<file path="config.mk">
export PLATFORM = sky130hd
export DESIGN_NAME = uiq_top
export DESIGN_NICKNAME = d
export VERILOG_FILES = /design/src/core/uiq_pkg.sv /design/src/core/uiq_prio.sv /design/src/core/uiq_top.sv
export VERILOG_INCLUDE_DIRS = /design/src /design/src/core
export SDC_FILE = /design/constraint.sdc
export NUM_CORES = 1
export LEC_CHECK = 0
export BUFFER_PORTS_ARGS = -buffer_cell sky130_fd_sc_hd__buf_2
export CAP_MARGIN = 10
export CORE_MARGIN = 2
export CORE_UTILIZATION = 43
export CTS_CLUSTER_SIZE = 10
export DETAILED_ROUTE_END_ITERATION = 8
export GPL_ROUTABILITY_DRIVEN = 0
export GPL_TIMING_DRIVEN = 0
export PLACE_DENSITY = 0.8
export SLEW_MARGIN = 40
export SYNTH_ARGS = -nofsm -noshare
export SYNTH_HDL_FRONTEND = slang
export SYNTH_HIERARCHICAL = 1
export SYNTH_SLANG_ARGS = --single-unit
</file>
<file path="constraint.sdc">
create_clock -name aclk -period 1.9 [get_ports aclk]
set_input_delay 0.095 -clock aclk [delete_from_list [all_inputs] [get_ports aclk]]
set_output_delay 0.095 -clock aclk [all_outputs]
set_load 0.01 [all_outputs]
</file>
<file path="src/core/uiq_map.svh">
/*
  Constants for the interrupt identification and queue control block:
  register offsets, field positions, reset values and ident codes.
  Assumes inclusion by bare name from the package and the modules.
*/
`ifndef UIQ_MAP_SVH
`define UIQ_MAP_SVH
`define UIQ_OFF_IDENT 4'h0
`define UIQ_OFF_STATUS 4'h4
`define UIQ_OFF_MASK 4'h8
`define UIQ_OFF_SRC 4'hC
`define UIQ_BIT_ENABLE 0
`define UIQ_BIT_RX_RESET 1
`define UIQ_BIT_TX_RESET 2
`define UIQ_ENABLE_RESET 1'h1
`define UIQ_ID_NONE 4'h1
`define UIQ_ID_TX_HOLD_EMPTY 4'h2
`define UIQ_ID_RX_DATA 4'h4
`define UIQ_ID_LINE_STATUS 4'h6
`define UIQ_ID_BUSY 4'h7
`define UIQ_ID_TIMEOUT 4'hC
`define UIQ_EV_TX_RESET 0
`define UIQ_EV_RX_RESET 1
`define UIQ_EV_ENABLE_CHG 2
`define UIQ_EV_WIDTH 3
`define UIQ_RESP_OKAY 2'h0
`define UIQ_RESP_SLVERR 2'h2
`endif

</file>
<file path="src/core/uiq_pkg.sv">
/*
  Types for the interrupt identification and queue control block.
  Assumes the constants header is on the include path.
*/
package uiq_pkg;
  `include "uiq_map.svh"
  typedef logic [3:0] uiq_ident_type;
  typedef logic [`UIQ_EV_WIDTH-1:0] uiq_event_type;
endpackage : uiq_pkg

</file>
<file path="src/core/uiq_prio.sv">
/*
  Priority encoder: picks the ident code of the highest-priority
  active source. Assumes source levels are on the block clock.
*/
`timescale 1ns/1ns
`include "uiq_map.svh"
module uiq_prio
  import uiq_pkg::*;
(
  input wire logic line_status,
  input wire logic rx_data,
  input wire logic char_timeout,
  input wire logic tx_holding_register_empty,
  input wire logic busy_detect,
  output uiq_ident_type code
);
  ////////////////////////////////////////////////////////////////////////////
  // Line status first, then receive data and timeout, then transmit empty,
  // then busy detect; nothing active gives the no-pending pattern.
  always_comb begin
    if (line_status) begin
      code = `UIQ_ID_LINE_STATUS;
    end else if (rx_data) begin
      code = `UIQ_ID_RX_DATA;
    end else if (char_timeout) begin
      code = `UIQ_ID_TIMEOUT;
    end else if (tx_holding_register_empty) begin
      code = `UIQ_ID_TX_HOLD_EMPTY;
    end else if (busy_detect) begin
      code = `UIQ_ID_BUSY;
    end else begin
      code = `UIQ_ID_NONE;
    end
  end
endmodule : uiq_prio

</file>
<file path="src/core/uiq_top.sv">
/*
  Interrupt identification and queue control location behind an
  AXI4-Lite slave. Reads of the shared word return the ident code;
  writes set queue enable and pulse the queue resets. A status, a
  mask and a read-only source view sit beside it for the interrupt
  line. Every output, ready signals included, comes from a flop.
  Assumes the interrupt sources arrive as levels on aclk, already
  synchronous, and that the master keeps one write and one read in
  flight at most.
*/
// Local design decisions: the address map and the AXI4-Lite slave port.
`timescale 1ns/1ns
`include "uiq_map.svh"
module uiq_top
  import uiq_pkg::*;
(
  input wire logic aclk,
  input wire logic aresetn,
  input wire logic [3:0] s_axi_awaddr,
  input wire logic s_axi_awvalid,
  output logic s_axi_awready,
  input wire logic [31:0] s_axi_wdata,
  input wire logic [3:0] s_axi_wstrb,
  input wire logic s_axi_wvalid,
  output logic s_axi_wready,
  output logic [1:0] s_axi_bresp,
  output logic s_axi_bvalid,
  input wire logic s_axi_bready,
  input wire logic [3:0] s_axi_araddr,
  input wire logic s_axi_arvalid,
  output logic s_axi_arready,
  output logic [31:0] s_axi_rdata,
  output logic [1:0] s_axi_rresp,
  output logic s_axi_rvalid,
  input wire logic s_axi_rready,
  input wire logic src_line_status,
  input wire logic src_rx_data,
  input wire logic src_char_timeout,
  input wire logic src_tx_holding_register_empty,
  input wire logic src_busy_detect,
  output logic queue_enable,
  output logic tx_queue_reset,
  output logic rx_queue_reset,
  output logic irq
);
  ////////////////////////////////////////////////////////////////////////////
  // Write channel state.
  logic aw_held_q, aw_held_d;
  logic [3:0] aw_addr_q, aw_addr_d;
  logic w_held_q, w_held_d;
  logic [31:0] w_data_q, w_data_d;
  logic [3:0] w_strb_q, w_strb_d;
  logic bvalid_q, bvalid_d;
  logic [1:0] bresp_q, bresp_d;
  // Read channel state.
  logic rvalid_q, rvalid_d;
  logic [31:0] rdata_q, rdata_d;
  logic [1:0] rresp_q, rresp_d;
  // Control and interrupt state.
  logic enable_q, enable_d;
  logic tx_rst_q, tx_rst_d;
  logic rx_rst_q, rx_rst_d;
  uiq_event_type status_q, status_d;
  uiq_event_type mask_q, mask_d;
  logic irq_q, irq_d;
  uiq_ident_type ident;
  logic do_write;
  uiq_event_type events;
  logic new_enable;
  logic [4:0] src_vec;
  // Ready flags.
  logic awready_q, awready_d;
  logic wready_q, wready_d;
  logic arready_q, arready_d;

  ////////////////////////////////////////////////////////////////////////////
  // Source priority lives in its own module so the table sits in one place.
  // It is purely combinational; the read data flop registers its code.
  uiq_prio u_prio (
    .line_status(src_line_status),
    .rx_data(src_rx_data),
    .char_timeout(src_char_timeout),
    .tx_holding_register_empty(src_tx_holding_register_empty),
    .busy_detect(src_busy_detect),
    .code(ident)
  );

  assign src_vec = {src_busy_detect, src_tx_holding_register_empty,
                    src_char_timeout, src_rx_data, src_line_status};

  ////////////////////////////////////////////////////////////////////////////
  // A write commits once both address and data are held and no response
  // waits, so only one write is ever in flight.
  // Holding both halves first lets the master offer them in any order.
  assign do_write = aw_held_q && w_held_q && !bvalid_q;

  // Write channel: address and data taken independently, in either order.
  // The response code is fixed at commit time, so bready may lag freely.
  always_comb begin
    aw_held_d = aw_held_q;
    aw_addr_d = aw_addr_q;
    w_held_d = w_held_q;
    w_data_d = w_data_q;
    w_strb_d = w_strb_q;
    bvalid_d = bvalid_q;
    bresp_d = bresp_q;
    if (s_axi_awvalid && !aw_held_q) begin
      aw_held_d = 1'h1;
      aw_addr_d = s_axi_awaddr;
    end
    if (s_axi_wvalid && !w_held_q) begin
      w_held_d = 1'h1;
      w_data_d = s_axi_wdata;
      w_strb_d = s_axi_wstrb;
    end
    if (do_write) begin
      aw_held_d = 1'h0;
      w_held_d = 1'h0;
      bvalid_d = 1'h1;
      case (aw_addr_q)
        `UIQ_OFF_IDENT, `UIQ_OFF_STATUS, `UIQ_OFF_MASK: begin
          bresp_d = `UIQ_RESP_OKAY;
        end
        `UIQ_OFF_SRC: begin
          bresp_d = `UIQ_RESP_SLVERR; // Read-only source view.
        end
        default: begin
          bresp_d = `UIQ_RESP_SLVERR;
        end
      endcase
    end else if (bvalid_q && s_axi_bready) begin
      bvalid_d = 1'h0;
    end
  end

  // Write channel registers; the sync reset leaves both halves empty.
  always_ff @(posedge aclk) begin
    if (!aresetn) begin
      aw_held_q <= 1'h0;
      aw_addr_q <= 4'h0;
      w_held_q <= 1'h0;
      w_data_q <= 32'h0;
      w_strb_q <= 4'h0;
      bvalid_q <= 1'h0;
      bresp_q <= 2'h0;
    end else begin
      aw_held_q <= aw_held_d;
      aw_addr_q <= aw_addr_d;
      w_held_q <= w_held_d;
      w_data_q <= w_data_d;
      w_strb_q <= w_strb_d;
      bvalid_q <= bvalid_d;
      bresp_q <= bresp_d;
    end
  end

  ////////////////////////////////////////////////////////////////////////////
  // Queue control. The reset outputs are one-cycle pulses, so software
  // never has to clear them; a change of enable also fires both.
  // A write that keeps enable and sets no reset bit still reloads enable,
  // which is harmless since the value stays the same.
  assign new_enable = w_data_q[`UIQ_BIT_ENABLE];

  always_comb begin
    enable_d = enable_q;
    tx_rst_d = 1'h0;
    rx_rst_d = 1'h0;
    if (do_write && aw_addr_q == `UIQ_OFF_IDENT && w_strb_q[0]) begin
      enable_d = new_enable;
      tx_rst_d = w_data_q[`UIQ_BIT_TX_RESET] ||
                 (new_enable != enable_q);
      rx_rst_d = w_data_q[`UIQ_BIT_RX_RESET] ||
                 (new_enable != enable_q);
    end
  end

  // Enable leaves reset set, so both queues start switched on.
  always_ff @(posedge aclk) begin
    if (!aresetn) begin
      enable_q <= `UIQ_ENABLE_RESET;
      tx_rst_q <= 1'h0;
      rx_rst_q <= 1'h0;
    end else begin
      enable_q <= enable_d;
      tx_rst_q <= tx_rst_d;
      rx_rst_q <= rx_rst_d;
    end
  end

  ////////////////////////////////////////////////////////////////////////////
  // Interrupt status: each queue reset and enable change is sticky until
  // written with a one. A new event in the clearing cycle wins the clear.
  // The irq flop looks at next-state status and mask, so it lines up
  // with the status bits instead of lagging them by a cycle.
  assign events = {(enable_d != enable_q), rx_rst_d, tx_rst_d};

  always_comb begin
    status_d = status_q;
    mask_d = mask_q;
    if (do_write && aw_addr_q == `UIQ_OFF_STATUS && w_strb_q[0]) begin
      status_d = status_q & ~w_data_q[`UIQ_EV_WIDTH-1:0];
    end
    if (do_write && aw_addr_q == `UIQ_OFF_MASK && w_strb_q[0]) begin
      mask_d = w_data_q[`UIQ_EV_WIDTH-1:0];
    end
    status_d = status_d | events;
    irq_d = |(status_d & mask_d);
  end

  // Status and mask clear on reset, which keeps irq low after it.
  always_ff @(posedge aclk) begin
    if (!aresetn) begin
      status_q <= '0;
      mask_q <= '0;
      irq_q <= 1'h0;
    end else begin
      status_q <= status_d;
      mask_q <= mask_d;
      irq_q <= irq_d;
    end
  end

  ////////////////////////////////////////////////////////////////////////////
  // Read channel. The ident word is a live view of the sources and no
  // write path reaches it, so writes can never alter what a read shows.
  // The address is decoded as it is taken, so read data reflect the
  // sources in the cycle of the address handshake, not a later one.
  always_comb begin
    rvalid_d = rvalid_q;
    rdata_d = rdata_q;
    rresp_d = rresp_q;
    if (!rvalid_q && s_axi_arvalid) begin
      rvalid_d = 1'h1;
      rresp_d = `UIQ_RESP_OKAY;
      case (s_axi_araddr)
        `UIQ_OFF_IDENT: begin
          rdata_d = {28'h0, ident};
        end
        `UIQ_OFF_STATUS: begin
          rdata_d = {29'h0, status_q};
        end
        `UIQ_OFF_MASK: begin
          rdata_d = {29'h0, mask_q};
        end
        `UIQ_OFF_SRC: begin
          rdata_d = {26'h0, enable_q, src_vec};
        end
        default: begin
          rdata_d = 32'h0;
          rresp_d = `UIQ_RESP_SLVERR;
        end
      endcase
    end else if (rvalid_q && s_axi_rready) begin
      rvalid_d = 1'h0;
    end
  end

  // Read channel registers.
  always_ff @(posedge aclk) begin
    if (!aresetn) begin
      rvalid_q <= 1'h0;
      rdata_q <= 32'h0;
      rresp_q <= 2'h0;
    end else begin
      rvalid_q <= rvalid_d;
      rdata_q <= rdata_d;
      rresp_q <= rresp_d;
    end
  end

  ////////////////////////////////////////////////////////////////////////////
  // Ready outputs get flops of their own, loaded with the inverse of the
  // next held flags (of the next rvalid for arready), so each port comes
  // straight from a register while still tracking those flags cycle for cycle.
  always_comb begin
    awready_d = !aw_held_d;
    wready_d = !w_held_d;
    arready_d = !rvalid_d;
  end

  always_ff @(posedge aclk) begin
    if (!aresetn) begin
      awready_q <= 1'h1;
      wready_q <= 1'h1;
      arready_q <= 1'h1;
    end else begin
      awready_q <= awready_d;
      wready_q <= wready_d;
      arready_q <= arready_d;
    end
  end

  ////////////////////////////////////////////////////////////////////////////
  // Every output is a plain copy of a flop, so no logic sits on a port.
  assign s_axi_awready = awready_q;
  assign s_axi_wready = wready_q;
  assign s_axi_arready = arready_q;
  assign s_axi_bvalid = bvalid_q;
  assign s_axi_bresp = bresp_q;
  assign s_axi_rvalid = rvalid_q;
  assign s_axi_rdata = rdata_q;
  assign s_axi_rresp = rresp_q;
  assign queue_enable = enable_q;
  assign tx_queue_reset = tx_rst_q;
  assign rx_queue_reset = rx_rst_q;
  assign irq = irq_q;
endmodule : uiq_top

</file>
# Word level (Yosys, flattened, before mapping)
# Index checks and enable logic that the tools add are counted.
# totals
regBits	61
out_inout_bits	45
word_cells	79
# classes
eq_ne	7
n_mux	21
bitwise_logic	4
reduce_logical	28
# ops
op	n
6-bit case mux with 4 select lines	1
4-bit 2-to-1 mux	4
1-bit logical AND	13
4-bit equality test (second input constant)	3
1-bit 2-to-1 mux	11
3-bit 2-to-1 mux	3
4-bit by 3-bit equality test with 1-bit output (second input constant)	2
4-bit zero test	2
1-bit zero test	7
3-bit bitwise AND	2
3-bit OR reduction	2
2-bit 2-to-1 mux	2
4-bit OR reduction	1
3-bit inverter	1
3-bit bitwise OR	1
1-bit logical OR	2
1-bit inequality test	2
2-bit nonzero test	1

# Logic depth before layout (Yosys ltp)
# logic_depth
ltp_word	9
depth_mapped	5

# Hierarchy
# Netlist, hierarchy kept.
# by_module_without_submodules
mod	instances	cells_each	area_per_inst_um2
uiq_top	1	171	1587.8
uiq_prio	1	8	58.8

# Least setup slack after synthesis
# No wires, ideal clock.
# synth_timing
path_type	flip-flop to flip-flop
from	register aw_addr_q[1]
to	register irq_q, in the netlist irq
setup_time_ns	0.143
arrival_ns	1.293
setup_slack_ns	0.464
path_stages_with_launch	6
synth_period_minus_slack_ns	1.436
cell_sequence	dfxtp_1 -> and4bb_1 -> buf_6 -> nand2_2 -> a222oi_1 -> o221ai_1
# synth_via
elab_chain_len	8
elab_cells_between_ends	18
classes_between	3 x eq/ne; 5 x mux; 2 x bitwise; 8 x reduce/logical
# synth_rtl
item	line	text
start: declaration	uiq_top.sv:49	logic [3:0] aw_addr_q, aw_addr_d;
start signal: assignment	uiq_top.sv:148	aw_addr_q <= aw_addr_d;
4-bit zero test	-	
1-bit logical AND (no source line)	-	
1-bit logical AND	uiq_top.sv:168	if (do_write && aw_addr_q == `UIQ_OFF_IDENT && w_strb_q[0]) begin
1-bit 2-to-1 mux	uiq_top.sv:168	
1-bit inequality test	uiq_top.sv:195	assign events = {(enable_d != enable_q), rx_rst_d, tx_rst_d};
3-bit bitwise OR	uiq_top.sv:206	status_d = status_d | events;
3-bit bitwise AND *	uiq_top.sv:207	irq_d = |(status_d & mask_d);
3-bit OR reduction *	uiq_top.sv:207	
end signal: assignment	uiq_top.sv:219	irq_q <= irq_d;
end: declaration	uiq_top.sv:65	logic irq_q, irq_d;
# Every way passes the cells marked *; elsewhere a longest branch is shown, timed or not.
# A chain may end at the register's enable or synchronous reset.

# Worst setup path in the final report
# Ends and elaborated chain as after synthesis.

==> impl_metrics.toml <==
[routing]
drc = 0
wl_microns = 3198
via_count = 1376
antenna_left = 0
viasPerCell = 4.587
wl_per_cell_microns = 10.66
first_pass_iters = 4
initialDrtViolationCount = 118

[timing]
finalSetupTns_ns = 0
tightest_slew_ns = 0.5442
fin_crit_ns = 1.660
min_period_over_period_pct = 87.34
maxSlewHeadroom_pct = 63.62
clock_skew_ns = 0.004261
report.final.slew_viol_count = 0
finalSetupViolCount = 0
hold_viol = 0
grt_setup_unrepaired = "no"
fmax_mhz = 602.6

[synthesis]
ys_ff_latch = 33
synthDistinctLibCells = 41
synth-edff-count = 0
yosysWarnings = 6
synth_top_cell_by_area = "dfxtp_1"
seq_area_frac_synth_pct = 40.12
syn_avg_cell_area_sq_um = 9.199
synth_area_sq_um = 1647
synth_ff_type = "dfxtp_1"
synthArstFlopShare_pct = 0
synthCells = 179
synth_top_area_share_pct = 40.12
synth.area.top_cells = "dfxtp_1, buf_4, nor2_1, mux2i_1, mux4_2"

[pwr]
leakagePower_nw = 1.051
p_int_mw = 1.122
seqPwrFrac_pct = 50.0
power_frac_comb_pct = 15.2
clkPwrFrac_pct = 34.9
switching_share_pct = 24.94
cellPowerDensity_nw_per_um2 = 715.6
p_sw_uw = 372.8
peakVddDrop_mv = 0.5643

[place]
place_hpwl_microns = 2537
port-buffer-count = 39

[critical_path]
r2r-start = "aw_addr_q[1]"
cp-startpoint = "aw_addr_q[1]"
start_kind = "flip-flop"
rr_worst_depth = 5
crit_fanout = 10
crit_required_ns = 2.03
crit_path_end_kind = "flip-flop"
critical_path_class = "flip-flop to flip-flop"
cp.arrival_ns = 1.79

[cells_and_area]
diodes = 0
layout-drive-gt1-share_pct = 36.11
syn2layout_area_growth_pct = 26.90
layout_common_cells = "buf_2, dfxtp_1, nor2_1, buf_4, conb_1"
finalNetCount = 308
utilization_pct = 57.07
final.fill_count = 362
layout_commonest_cell = "buf_2"

[global_routing]
grt_pass1_wl_microns = 5092
overflow = 0
use_met2_pct = 26.77
grt_pass1_vias = 1204
grt_usage_pct = 15.44
grt.busiest_layer = "met2"
grt_max_degree = 11
antenna_found_initial = 0
grt_util_met1_pct = 17.48
grtUsageMet3_pct = 5.281

[floorplan]
dieWidth_microns = 65.88
start_util_pct = 44.98
fp-row-count = 22
num_io_pins = 101
fp.dieArea_sq_um = 4340
die_y_microns = 65.88
core_area_sq_um = 3661

[hold_path]
hp-class = "primary input to flip-flop"
min_path_cells = 3
hold_start = "s_axi_wdata[1]"

[clocking]
ctsHoldBuffers = 0
post_cts_buffers = 0
cts_root_buf = "clkbuf_8"
clockBufferDepth = 2
clock_sinks = 33
numCtsBuffers = 5
clock_latency_ns = 0.29
cts_tree = "done"
cts_resized = 0
path_clk_slew_ns = 0.06
cts-htree-levels = 2

[job]
maxCapViolations = 0

[outcome]
outcome = "finished clean"
through the flow:
stage / setup WS (ns) / total power, mW / area (sq um) / instances / hold WS (ns)
2_1_floorplan: 0.4640 / 0.9203 / 1748 / 206 / 0.2336
3_3_place_gp: 0.2754 / 0.9840 / 2003 / 293 / 0.3269
3_5_place_dp: 0.2795 / 0.9878 / 2003 / 293 / 0.3370
4_1_cts: 0.2531 / 1.506 / 2090 / 300 / 0.04241
5_1_grt: 0.1804 / 1.565 / 2090 / 300 / 0.06115
6_report: 0.2405 / 1.495 / 2090 / 300 / 0.04356
per-layer routing:
| layer | vias to the layer above | share of wire [%] |
|---|---|---|
| li1 | 697 | - |
| met3 | 5 | 8.5 |
| met1 | 623 | 43 |
| met5 | - | 0 |
| met4 | 0 | 1.2 |
| met2 | 51 | 47 |
flip-flops by register name (all words and copies together) (netlist names), 3 cells and up:
register and cells:
w_data_q 3, status_q 3, mask_q 3, aw_addr_q 4, s_axi_rdata 6
worst max-delay path: stages (launching register included):
cell      delay, ns
dfxtp_1        0.32
and4bb_1       0.36
buf_6          0.16
nand2_2        0.04
a222oi_1       0.42
o221ai_1       0.21
layout make-up:
class / instances / area [sq um] / area share [%]
multi-input cells: 126 / 798.3 / 38.20
flip-flops and latches: 33 / 660.6 / 31.62
plain buffers: 34 / 240.2 / 11.50
repair buffers: 39 / 195.2 / 9.341
clock buffers: 7 / 86.33 / 4.132
well taps: 48 / 60.06 / 2.874
inverters: 13 / 48.80 / 2.335
synthesized netlist by cell type, types with 2 or more instances:
master / instances
a211oi_1: 2
o221ai_1: 2
clkbuf_1: 5
inv_1: 13
a21boi_0: 3
nor2b_1: 2
a21oi_1: 4
dfxtp_1: 33
nand2b_1: 3
o211ai_1: 2
o21ai_0: 4
buf_4: 28
mux2i_1: 7
nand2_1: 5
nor4b_2: 2
mux4_2: 3
and3_2: 4
a22oi_1: 5
and3_1: 2
nor2_1: 29
worst paths after layout:
| check | slack [ns] | to |
|---|---|---|
| worst max register to register | 0.24 | irq |
| worst max-delay path | 0.24 | irq |
| worst min-delay path | 0.04 | w_data_q[1] |
| worst min register to register | 0.46 | s_axi_rdata[3] |
power groups by stage:
stage          clock, mW  sequential [mW]  combinational, mW
2_1_floorplan          0            0.761              0.159
3_3_place_gp           0            0.760              0.224
3_5_place_dp           0            0.762              0.226
4_1_cts            0.532            0.747              0.227
5_1_grt            0.563            0.750              0.252
6_report           0.521            0.747              0.227
logic make-up (layout without fill, tap and decap cells):
logic type,after synthesis,count (layout),share of synthesized area (%)
xor gates and xnor gates,1,1,0.5320
muxes,10,10,8.359
buffers and inverters,47,93,17.55
AOI/OAI and AO/OA,30,30,13.07
other,1,28,0.2277
DFF,33,33,40.12
and+or+nand+nor,57,57,20.14
Note: power is estimated with default switching activity, not from simulation.
